==> src/design/ccta_consts.vh <==
/*
 * constants of the three-channel capture/compare timer: selector codes,
 * counter modes, capture edges, output unit modes and vector word values.
 * assumes nothing; included by every timer source file.
 */
`ifndef CCTA_CONSTS_VH
`define CCTA_CONSTS_VH

// ==========================================================================
// count clock source selector
`define CCTA_SRC_EXT_A    2'h0
`define CCTA_SRC_AUX      2'h1
`define CCTA_SRC_PERIPH   2'h2
`define CCTA_SRC_EXT_B    2'h3

// ==========================================================================
// counter modes
`define CCTA_MODE_STOP    2'h0
`define CCTA_MODE_UP      2'h1
`define CCTA_MODE_CONT    2'h2
`define CCTA_MODE_UPDN    2'h3

// ==========================================================================
// capture edge select (none disables capturing)
`define CCTA_EDGE_NONE    2'h0
`define CCTA_EDGE_RISE    2'h1
`define CCTA_EDGE_FALL    2'h2
`define CCTA_EDGE_BOTH    2'h3

// ==========================================================================
// capture input select
`define CCTA_CIS_PIN      2'h0
`define CCTA_CIS_ALT      2'h1
`define CCTA_CIS_GND      2'h2
`define CCTA_CIS_VCC      2'h3

// ==========================================================================
// output unit modes
`define CCTA_OUT_BIT      3'h0
`define CCTA_OUT_SET      3'h1
`define CCTA_OUT_TGL_RST  3'h2
`define CCTA_OUT_SET_RST  3'h3
`define CCTA_OUT_TGL      3'h4
`define CCTA_OUT_RST      3'h5
`define CCTA_OUT_TGL_SET  3'h6
`define CCTA_OUT_RST_SET  3'h7

// ==========================================================================
// shared vector word values and reset values
`define CCTA_IV_NONE      4'h0
`define CCTA_IV_CC1       4'h2
`define CCTA_IV_CC2       4'h4
`define CCTA_IV_OVF       4'ha
`define CCTA_CNT_RST      16'h0000
`define CCTA_CCR_RST      16'h0000

`endif

==> src/design/ccta_chan.v <==
/*
 * one capture/compare channel: compare value, capture logic and output unit.
 * assumes the counter value and its one-cycle update strobe from the timer.
 */
`timescale 1ns/1ps
`default_nettype none
`include "ccta_consts.vh"

module ccta_chan (
  // clock and reset
  input  wire        ref_clk,
  input  wire        rst_n,
  // counter view
  input  wire [15:0] cnt,
  input  wire        cnt_upd,
  input  wire        eq0_evt,
  // configuration
  input  wire        cap_mode,
  input  wire [1:0]  cap_edge,
  input  wire [1:0]  capture_input_select,
  input  wire [2:0]  out_mode,
  input  wire        out_bit,
  // inputs
  input  wire        pin_in,
  input  wire        alt_in,
  // compare value write
  input  wire        ccr_wr,
  input  wire [15:0] ccr_wdata,
  // results
  output reg  [15:0] ccr_r,
  output wire        cc_evt,
  output reg         out_r
);

  reg  cin_prev_r;
  reg  cin;
  wire rise;
  wire fall;
  wire cap_evt;
  wire eq_evt;

  // capture input mux; gnd/vcc selection lets software force an edge
  // input source choice
  always @* begin
    case (capture_input_select)
      `CCTA_CIS_PIN: cin = pin_in;
      `CCTA_CIS_ALT: cin = alt_in;
      `CCTA_CIS_GND: cin = 1'b0;
      default:       cin = 1'b1;
    endcase
  end

  // previous input level for edge detection
  always @(posedge ref_clk or negedge rst_n) begin
    if (!rst_n) begin
      cin_prev_r <= 1'b0;
    end else begin
      cin_prev_r <= cin;
    end
  end

  assign rise = cin & ~cin_prev_r;
  assign fall = ~cin & cin_prev_r;
  // edge select, none disables
  assign cap_evt = cap_mode & (((cap_edge == `CCTA_EDGE_RISE) & rise) |
                               ((cap_edge == `CCTA_EDGE_FALL) & fall) |
                               ((cap_edge == `CCTA_EDGE_BOTH) & (rise | fall)));
  assign eq_evt  = ~cap_mode & cnt_upd & (cnt == ccr_r);
  // one event per mode
  assign cc_evt  = cap_evt | eq_evt;

  // compare value register, loaded by software or by a capture
  always @(posedge ref_clk or negedge rst_n) begin
    if (!rst_n) begin
      ccr_r <= `CCTA_CCR_RST;
    end else if (cap_evt) begin
      // latch counter
      ccr_r <= cnt;
    end else if (ccr_wr) begin
      ccr_r <= ccr_wdata;
    end
  end

  // output unit: first action on own match, second on period match
  // output unit modes
  always @(posedge ref_clk or negedge rst_n) begin
    if (!rst_n) begin
      out_r <= 1'b0;
    end else begin
      case (out_mode)
        `CCTA_OUT_BIT:     out_r <= out_bit;
        `CCTA_OUT_SET:     if (eq_evt) out_r <= 1'b1;
        `CCTA_OUT_TGL_RST: if (eq_evt) out_r <= ~out_r; else if (eq0_evt) out_r <= 1'b0;
        `CCTA_OUT_SET_RST: if (eq_evt) out_r <= 1'b1; else if (eq0_evt) out_r <= 1'b0;
        `CCTA_OUT_TGL:     if (eq_evt) out_r <= ~out_r;
        `CCTA_OUT_RST:     if (eq_evt) out_r <= 1'b0;
        `CCTA_OUT_TGL_SET: if (eq_evt) out_r <= ~out_r; else if (eq0_evt) out_r <= 1'b1;
        default:           if (eq_evt) out_r <= 1'b0; else if (eq0_evt) out_r <= 1'b1;
      endcase
    end
  end

endmodule // ccta_chan

`default_nettype wire

==> src/design/ccta_timer.v <==
/*
 * sixteen-bit timer with three capture/compare channels, clock source
 * select, prescaler, counter modes, output units and two interrupt lines.
 * assumes all inputs synchronous to ref_clk; source clocks are sampled
 * levels and count on their rising edge, so they must be slower than
 * half of ref_clk. control bits are plain ports, no register bus.
 */
// Functional notes
// source select: pin a, aux, peripheral, pin b
// prescaler divides by one, two, four, eight
// one sixteen-bit counter, three channels
// software halts, reads, writes full counter
// stop, continuous, up, up/down; channel zero period
// each channel capture or compare
// capture on rise, fall or both
// capturing can be disabled
// one external event pin per channel
// channel two alternate input is aux clock
// selector values two, three: software capture
// output unit per channel, several modes
// channel zero irq, shared irq for rest
// vector word names pending shared source
// vector zero when idle, else priority offsets
// sticky flags, enable gates request
`timescale 1ns/1ps
`default_nettype none
`include "ccta_consts.vh"

module ccta_timer #(
  parameter CHANS = 3
) (
  // clock and reset
  input  wire               ref_clk,
  input  wire               rst_n,
  // count clock sources
  input  wire               ext_count_clk_a,
  input  wire               ext_count_clk_b,
  input  wire               aux_clk,
  input  wire               peripheral_sub_clock,
  // counter control
  input  wire [1:0]         src_sel,
  input  wire [1:0]         div_sel,
  input  wire [1:0]         mode_sel,
  input  wire               cnt_clr,
  input  wire               cnt_wr,
  input  wire [15:0]        cnt_wdata,
  output wire [15:0]        cnt_value,
  // channel configuration, channel n in slice n
  input  wire [CHANS-1:0]   cap_mode,
  input  wire [2*CHANS-1:0] cap_edge,
  input  wire [2*CHANS-1:0] capture_input_select,
  input  wire [3*CHANS-1:0] out_mode,
  input  wire [CHANS-1:0]   out_bit,
  input  wire [CHANS-1:0]   ccr_wr,
  input  wire [15:0]        ccr_wdata,
  output wire [16*CHANS-1:0] ccr_value,
  // event pins and compare outputs
  input  wire               event_pin_zero,
  input  wire               event_pin_one,
  input  wire               event_pin_two,
  output wire [CHANS-1:0]   cmp_out,
  // interrupt flags: bit 0 channel zero, 1 one, 2 two, 3 overflow
  input  wire [3:0]         irq_en,
  input  wire [3:0]         flag_clr,
  input  wire               iv_ack,
  output wire [3:0]         flags,
  output wire [3:0]         int_vector,
  output wire               irq_cc_zero,
  output wire               irq_shared
);

  reg  [15:0] cnt_r;
  reg         dir_down_r;
  reg         src_prev_r;
  reg  [2:0]  div_r;
  reg         upd_r;
  reg  [3:0]  flag_r;
  reg         src_lvl;
  reg  [15:0] cnt_nxt;
  reg         dir_nxt;
  reg         ovf_evt;
  reg  [3:0]  iv_nxt;
  reg  [3:0]  ack_clr;
  wire        src_edge;
  wire        tick;
  wire [2:0]  div_max;
  wire [15:0] period;
  wire        eq0_evt;
  wire [CHANS-1:0] pins;
  wire [CHANS-1:0] alts;
  wire [CHANS-1:0] cc_evt;

  // ========================================================================
  // count clock selection and prescaler

  // source mux
  // source selector
  always @* begin
    case (src_sel)
      `CCTA_SRC_EXT_A:  src_lvl = ext_count_clk_a;
      `CCTA_SRC_AUX:    src_lvl = aux_clk;
      `CCTA_SRC_PERIPH: src_lvl = peripheral_sub_clock;
      default:          src_lvl = ext_count_clk_b;
    endcase
  end

  assign src_edge = src_lvl & ~src_prev_r;
  assign div_max  = (3'h1 << div_sel) - 3'h1;
  // divided tick
  assign tick     = src_edge & (div_r == div_max) & (mode_sel != `CCTA_MODE_STOP);

  // edge detector and divider; the divider clears to zero while stopped
  always @(posedge ref_clk or negedge rst_n) begin
    if (!rst_n) begin
      src_prev_r <= 1'b0;
      div_r      <= 3'h0;
    end else begin
      src_prev_r <= src_lvl;
      if (cnt_clr || mode_sel == `CCTA_MODE_STOP) begin
        div_r <= 3'h0;
      end else if (src_edge) begin
        div_r <= (div_r >= div_max) ? 3'h0 : div_r + 3'h1;
      end
    end
  end

  // ========================================================================
  // counter

  assign period = ccr_value[15:0];

  // next count by mode; overflow marks the return to zero
  // counting modes
  always @* begin
    cnt_nxt = cnt_r;
    dir_nxt = dir_down_r;
    ovf_evt = 1'b0;
    case (mode_sel)
      `CCTA_MODE_UP: begin
        if (cnt_r >= period) begin
          cnt_nxt = 16'h0000;
          ovf_evt = 1'b1;
        end else begin
          cnt_nxt = cnt_r + 16'h0001;
        end
      end
      `CCTA_MODE_CONT: begin
        cnt_nxt = cnt_r + 16'h0001;
        ovf_evt = (cnt_r == 16'hffff);
      end
      `CCTA_MODE_UPDN: begin
        if (!dir_down_r) begin
          if (cnt_r >= period) begin
            dir_nxt = 1'b1;
            cnt_nxt = (period == 16'h0000) ? 16'h0000 : cnt_r - 16'h0001;
          end else begin
            cnt_nxt = cnt_r + 16'h0001;
          end
        end else if (cnt_r == 16'h0001 || cnt_r == 16'h0000) begin
          cnt_nxt = 16'h0000;
          dir_nxt = 1'b0;
          ovf_evt = 1'b1;
        end else begin
          cnt_nxt = cnt_r - 16'h0001;
        end
      end
      default: begin
        cnt_nxt = cnt_r;
      end
    endcase
  end

  // counter register, software write and clear win over counting
  // counter access
  always @(posedge ref_clk or negedge rst_n) begin
    if (!rst_n) begin
      cnt_r      <= `CCTA_CNT_RST;
      dir_down_r <= 1'b0;
      upd_r      <= 1'b0;
    end else begin
      upd_r <= tick | cnt_wr | cnt_clr;
      if (cnt_clr) begin
        cnt_r      <= `CCTA_CNT_RST;
        dir_down_r <= 1'b0;
      end else if (cnt_wr) begin
        cnt_r <= cnt_wdata;
      end else if (tick) begin
        cnt_r      <= cnt_nxt;
        dir_down_r <= dir_nxt;
      end
    end
  end

  assign cnt_value = cnt_r;
  assign eq0_evt   = upd_r & (cnt_r == period);

  // ========================================================================
  // capture/compare channels

  assign pins = {event_pin_two, event_pin_one, event_pin_zero};
  // aux clock on channel two
  assign alts = {aux_clk, 1'b0, 1'b0};

  // per-channel instances
  genvar gi;
  generate
    for (gi = 0; gi < CHANS; gi = gi + 1) begin : g_chan
      ccta_chan u_chan (
        .ref_clk              (ref_clk),
        .rst_n                (rst_n),
        .cnt                  (cnt_r),
        .cnt_upd              (upd_r),
        .eq0_evt              (eq0_evt),
        .cap_mode             (cap_mode[gi]),
        .cap_edge             (cap_edge[2*gi +: 2]),
        .capture_input_select (capture_input_select[2*gi +: 2]),
        .out_mode             (out_mode[3*gi +: 3]),
        .out_bit              (out_bit[gi]),
        .pin_in               (pins[gi]),
        .alt_in               (alts[gi]),
        .ccr_wr               (ccr_wr[gi]),
        .ccr_wdata            (ccr_wdata),
        .ccr_r                (ccr_value[16*gi +: 16]),
        .cc_evt               (cc_evt[gi]),
        .out_r                (cmp_out[gi])
      );
    end
  endgenerate

  // ========================================================================
  // interrupt flags and vector word

  // highest pending shared source: channel one, channel two, overflow
  // vector encode
  always @* begin
    iv_nxt  = `CCTA_IV_NONE;
    ack_clr = 4'h0;
    if (flag_r[1]) begin
      iv_nxt  = `CCTA_IV_CC1;
      ack_clr = 4'h2;
    end else if (flag_r[2]) begin
      iv_nxt  = `CCTA_IV_CC2;
      ack_clr = 4'h4;
    end else if (flag_r[3]) begin
      iv_nxt  = `CCTA_IV_OVF;
      ack_clr = 4'h8;
    end
  end

  // sticky flags; a new event in the clearing cycle keeps the flag set
  // set wins
  always @(posedge ref_clk or negedge rst_n) begin
    if (!rst_n) begin
      flag_r <= 4'h0;
    end else begin
      flag_r <= (flag_r & ~(flag_clr | (iv_ack ? ack_clr : 4'h0))) |
                {tick & ovf_evt, cc_evt};
    end
  end

  assign flags       = flag_r;
  assign int_vector  = iv_nxt;
  // two request lines
  assign irq_cc_zero = flag_r[0] & irq_en[0];
  assign irq_shared  = |(flag_r[3:1] & irq_en[3:1]);

endmodule // ccta_timer

`default_nettype wire

==> config.mk <==
export PLATFORM = sky130hd
export DESIGN_NAME = ccta_timer
export DESIGN_NICKNAME = d
export VERILOG_FILES = /design/src/design/ccta_chan.v /design/src/design/ccta_timer.v
export VERILOG_INCLUDE_DIRS = /design/src /design/src/design
export SDC_FILE = /design/constraint.sdc
export NUM_CORES = 1
export LEC_CHECK = 0
export ABC_CLOCK_PERIOD_IN_PS = 6850
export BUFFER_PORTS_ARGS = -buffer_cell sky130_fd_sc_hd__buf_2
export CAP_MARGIN = 20
export CORE_MARGIN = 2
export CORE_UTILIZATION = 58
export CTS_CLUSTER_DIAMETER = 80
export DETAILED_ROUTE_END_ITERATION = 10
export PLACE_DENSITY = 0.95
export SLEW_MARGIN = 40
export SYNTH_ARGS = -nofsm -noshare
export SYNTH_HDL_FRONTEND = slang
export SYNTH_SLANG_ARGS = --single-unit
==> constraint.sdc <==
create_clock -name ref_clk -period 6.85 [get_ports ref_clk]
set_input_delay 0.685 -clock ref_clk [delete_from_list [all_inputs] [get_ports ref_clk]]
set_output_delay 0.685 -clock ref_clk [all_outputs]
set_load 0.03 [all_outputs]
* Yosys cells after proc, flatten, opt, wreduce, memory -nomap -nowiden
Cells that the tools add are included.
** Storage, ports and cells
- Flip-flop bits (word level) :: 80
- Input port bits :: 88
- Output and inout bits :: 77
- Word-level logic and storage cells :: 236
** Cells by class
- Add/subtract/negate cells :: 4
- $lt $le $gt $ge :: 2
- Eq/ne operators :: 54
- Shift operators :: 1
- Muxes and demuxes :: 69
- Bitwise gates (word level) :: 62
- Reduce and logical (&&, ||, !) cells :: 29
** Operators with widths (number)
- $mux 16 :: 14
- $eq 16x16->1 :: 3
- $pmux 16 s3 :: 1
- $mux 1 :: 36
- $logic_not 16->1 :: 2
- $and 1x1->1 :: 30
- $mux 4 :: 7
- $eq 3x3->1 const B :: 9
- $eq 2x2->1 const B :: 12
- $pmux 1 s7 :: 3
- $eq 3x2->1 const B :: 6
- $ne 2x1->1 const B :: 9
- $add 16x1->16 const B :: 1
- $eq 16x1->1 const B :: 1
- $eq 16x16->1 const B :: 1
- $eq 2x1->1 const B :: 8
- $ge 16x16->1 :: 1
- $sub 16x1->16 const B :: 1
- $or 1x1->1 :: 14
- $reduce_bool 2->1 :: 7
- $not 1->1 :: 13
- $reduce_and 3->1 :: 4
- $logic_not 2->1 :: 5
- $eq 3x1->1 const B :: 3
- other kinds (20) :: 30

* Logic depth before layout (Yosys ltp)
- Word-level depth :: 11
- Gate-level depth with buffers :: 13
- Depth with buffers taken out :: 12

* Hierarchy
A second synthesis with hierarchy kept.
** Second synthesis, totals
- Cell total of the unflattened synthesis :: 701
- Area total of the unflattened synthesis :: 6074.6 sq um
** Modules (own cells, without submodules)
- ccta_chan :: instances 3, cells each 116, area an instance 1127.3 sq um, sequential area each 450.4 sq um
- ccta_timer :: instances 1, cells each 353, area an instance 2692.6 sq um, sequential area each 650.6 sq um

* Worst setup path after synthesis
No wires, ideal clock.
- Path kind :: register to register
- Start point :: reg cnt_r[0] (netlist: cnt_value[0])
- End point :: reg cnt_r[9] (netlist: cnt_value[9])
- Library setup time :: 127 ps
- Arrival :: 2737 ps
- Data required time :: 6723 ps
- Setup slack :: 3985 ps
- Stages on the path, launching flop included :: 14
- Buffers on the path :: 3
- Period minus slack after synthesis :: 2865 ps
- Cells stage by stage :: dfrtp_1 > clkbuf_1 > inv_1 > ha_1 > nand4_1 > nor3_1 > o21bai_1 > and4_1 > buf_2 > nor2_1 > buf_2 > o22ai_1 > a222oi_1 > inv_1
** Between the ends
- Cells in the longest elaborated chain, start to end :: 8
- Elaborated cells on any way between the ends :: 15
- Those cells by class :: add/sub: 2; order compare: 1; eq/ne: 1; mux: 9; reduce/logical: 2
** Ends and longest elaborated chain
- start: declaration :: RTL line ccta_timer.v:72 : reg [15:0] cnt_r;
- start signal: assignment :: RTL line ccta_timer.v:177 : cnt_r <= `CCTA_CNT_RST;
- start signal: assignment :: RTL line ccta_timer.v:183 : cnt_r <= `CCTA_CNT_RST;
- start signal: assignment :: RTL line ccta_timer.v:186 : cnt_r <= cnt_wdata;
- $sub 16x1->16, or another cell as far along :: RTL line ccta_timer.v:155, ccta_timer.v:164
- $mux 16 / $logic_or 1x1->1 (equally long branches) :: RTL line ccta_timer.v:155, ccta_timer.v:159
- $mux 16, on equally long branches :: RTL line ccta_timer.v:153, ccta_timer.v:159
- $mux 16 :: RTL line ccta_timer.v:152 : if (!dir_down_r) begin
- $pmux 16 s3 (*) :: RTL line ccta_timer.v:138 : case (mode_sel)
- $mux 16 (*) :: RTL line ccta_timer.v:187 : end else if (tick) begin
- $mux 16 (*) :: RTL line ccta_timer.v:185 : end else if (cnt_wr) begin
- $mux 16 (*) :: RTL line ccta_timer.v:182 : if (cnt_clr) begin
Every way passes the cells marked *; elsewhere a longest branch is shown, timed or not. The select of a mux whose other input is x is not followed.
A chain may end at the register's enable or synchronous reset.

* Worst setup path in the final report
- Start point :: reg cnt_r[2] (netlist: cnt_value[2])
- End point :: reg cnt_r[9] (netlist: cnt_value[9])
The elaborated chain is that of the path after synthesis.

==> impl_metrics.ini <==
[run_status]
outcome = finished clean

[global_routing]
grt_pass1_vias = 5915
antenna_found_initial = 0
grt_max_degree = 81
track_usage = 0.3261
gr-total-overflow = 0
grt_pass1_wl_um = 29670

[pwr]
pwr-share-seq = 0.413
swShare = 0.4092
p_leak_nw = 3.543
comb_power_share = 0.345
internal_power_mw = 0.8959
power_frac_clock = 0.242
power_density_nw_per_um2 = 212.8
peakVddDrop_mv = 0.09910
fin_total_pwr_mw = 1.516
p_switching_mw = 0.6204

[synthesis]
ys_seq_area_frac = 0.3261
yosysUniqueCellTypes = 75
synthFlopType = dfrtp_1
synth_area_leaders = dfrtp_1, mux2i_1, ha_1, o21ai_0, nand2_1
yosysTopAreaCell = dfrtp_1
synth_top_area_frac = 0.3261
syn_inst = 722
ys.warnings.count = 0
syn_area_sq_um = 6140
synth_edf_count = 0
syn_nets = 842
synth_top_cells_by_count = dfrtp_1, nand2_1, o21ai_0
avgSynthCellArea_sq_um = 8.504
ys_ff_latch = 80
synth.most_common_cell = dfrtp_1
async_flop_share = 1.000

[cells_and_area]
layout-drive-gt1-share = 0.2468
final_cells = 991
num-fill-cells = 774
regArea_sq_um = 2002
fin_util = 0.6902
multi_input_area_sq_um = 3742
nets = 970
area_growth_pct = 16.06
antenna_cells = 0

[min_path]
hold_path_class = in -> async

[route]
drt-initial-drc-count = 726
firstDrtPassIters = 5
drc = 0
viasPerCell = 6.410
ant_nets = 0
wirelength_um = 18680
num_vias = 6352
routedWlPerCell_um = 18.85

[sta]
post-route-period-util = 0.4650
period_needed_ns = 3.185
finalHoldViolCount = 0
final.setup_skew_ns = 0.006805
finalSetupViolations = 0
setup_tns_ns = 0
relSlewSlack = 0.4523
tightestPinTransition_ns = 0.8216
final_max_slew_viol_count = 0
rsz0062_at_grt = no
timing.fmax_mhz = 314.0

[clock_network]
clock_sinks = 80
post-cts-setup-buffers = 0
cts_tree = done
htreeDepth = 3
cts_resized = 0
root_buffer = clkbuf_8
clk_transition_reported_paths_ns = 0.09
hold_buffers = 0
clk_path_buf_depth = 2
clk_latency_ns = 0.38
cts_buffers = 9

[floorplanning]
die_w_um = 106.9
coreArea_sq_um = 10320
initial_core_util = 0.5947
boundaryPins = 165
row_count = 37
die_height_um = 106.9
die_area_sq_um = 11420

[critical_path]
worst-setup-path-type = reg -> reg
r2r_end = cnt_value[9]$_DFFE_PN0P_
crit_chain = ha_1 > nand4_1 > nor3_1 > o21bai_1 > a41oi_2 > o21ai_2 > o22ai_1 > a222oi_1 > inv_1
path_max_fanout = 21
worstPathRequired_ns = 7.12
r2r_start = cnt_value[2]$_DFFE_PN0P_
start_kind = flop
r2r_cells = 9
critPathMaxStageDelay_ns = 0.89
cpMaxStageDelayCell = dfrtp_1
cp.arrival_ns = 3.45
critPathCaptureType = flop
reg2reg_slack_ns = 3.66

[placed_design]
place_congestion = 0.9606
portBuffers = 163
place_inst = 975
hpwl_um = 13810

[run]
maxCapViolations = 0
[cell families after synthesis]
logic type,after synthesis,share of synthesized area
xor gates and xnor gates,38,0.05421
DFF,80,0.3261
muxes,58,0.09721
other,1,0.0006108
and+or+nand+nor,237,0.1977
adders and majority gates,32,0.06521
AOI/OAI and AO/OA,181,0.1920
buffers and inverters,95,0.06705
[stage by stage]
stage	setup slack (ns)	hold WS (ns)	instance area (sq um)
after floorplan	3.985	0.3894	6140
after global placement	3.716	0.4776	6910
after detailed placement	3.648	0.5024	6925
after CTS	3.521	0.3817	7123
after global routing	3.433	0.4224	7126
final	3.665	0.3349	7126
[power by group through the flow]
stage,logic (mW),registers (mW),clock network [mW]
floorplan,0.265,0.700,0
detailed placement,0.516,0.631,0
CTS,0.519,0.622,0.363
global route,0.564,0.633,0.381
finish,0.524,0.626,0.366
global placement,0.500,0.626,0
[sequential cells by signal, indices dropped and copies added (netlist names)]
register	cells
upd_r	1
src_prev_r	1
g_chan.u_chan.cin_prev_r	3
g_chan.u_chan.out_r	3
div_r	3
g_chan.u_chan.ccr_r	48
flags	4
cnt_value	16
dir_down_r	1
[per-layer routing]
metal	vias up	track usage	wire (um)
li1	2848	-	-
met1	2983	0.4265	7280
met2	448	0.5273	8766
met3	73	0.06201	1970
met4	0	0.1456	665
met5	-	0	0
[layout make-up]
| type | count | area share |
|---|---|---|
| timing repair buffer | 165 | 0.1175 |
| multi-input combinational | 547 | 0.5252 |
| clock buffer | 11 | 0.01984 |
| tap | 136 | 0.02388 |
| clock inverter | 5 | 0.007902 |
| sequential | 80 | 0.2809 |
| inverter | 47 | 0.02476 |
[worst max-delay path, delay by kind of cell, from the launching register on]
kind                     cells  cell delay [ns]
adder cells (fa/ha/maj)      1             0.37
AO/OA/AOI/OAI                5             1.59
flip-flops                   1             0.89
AND/OR/NAND/NOR              2             0.16
buffers and inverters        1             0.07
[layout by cell type, fill, tap and decap left out, types with 4 or more instances in the layout]
cell type and count:
nand2_1 74, o211ai_1 7, ha_1 32, a21o_1 6
and3_1 6, xnor2_1 12, nand3_1 14, nand4_1 14
a31oi_1 4, a211oi_1 6, buf_2 162, dfrtp_1 80
nor4_1 12, a21oi_1 43, nor3_1 18, mux2i_1 54
clkbuf_8 10, a22oi_1 5, o21ai_0 57, a32oi_1 6
a221o_1 4, o31ai_1 5, xor2_1 26, nand3b_1 5
inv_1 46, nor2_1 49, nor2b_1 4, nand2b_1 9
[worst max path at each step]
stage | startpoint | end | slack, ns | depth (start not counted)
after floorplan | cnt_value[0]$_DFFE_PN0P_ | cnt_value[9]$_DFFE_PN0P_ | 3.99 | 13
after global placement | cnt_value[11]$_DFFE_PN0P_ | cnt_value[12]$_DFFE_PN0P_ | 3.72 | 9
after detailed placement | cnt_value[11]$_DFFE_PN0P_ | cnt_value[12]$_DFFE_PN0P_ | 3.65 | 9
after CTS | cnt_value[11]$_DFFE_PN0P_ | cnt_value[12]$_DFFE_PN0P_ | 3.52 | 9
after global routing | cnt_value[11]$_DFFE_PN0P_ | cnt_value[12]$_DFFE_PN0P_ | 3.43 | 9
final | cnt_value[2]$_DFFE_PN0P_ | cnt_value[9]$_DFFE_PN0P_ | 3.66 | 9
Note: power is estimated with default switching activity, not from simulation.
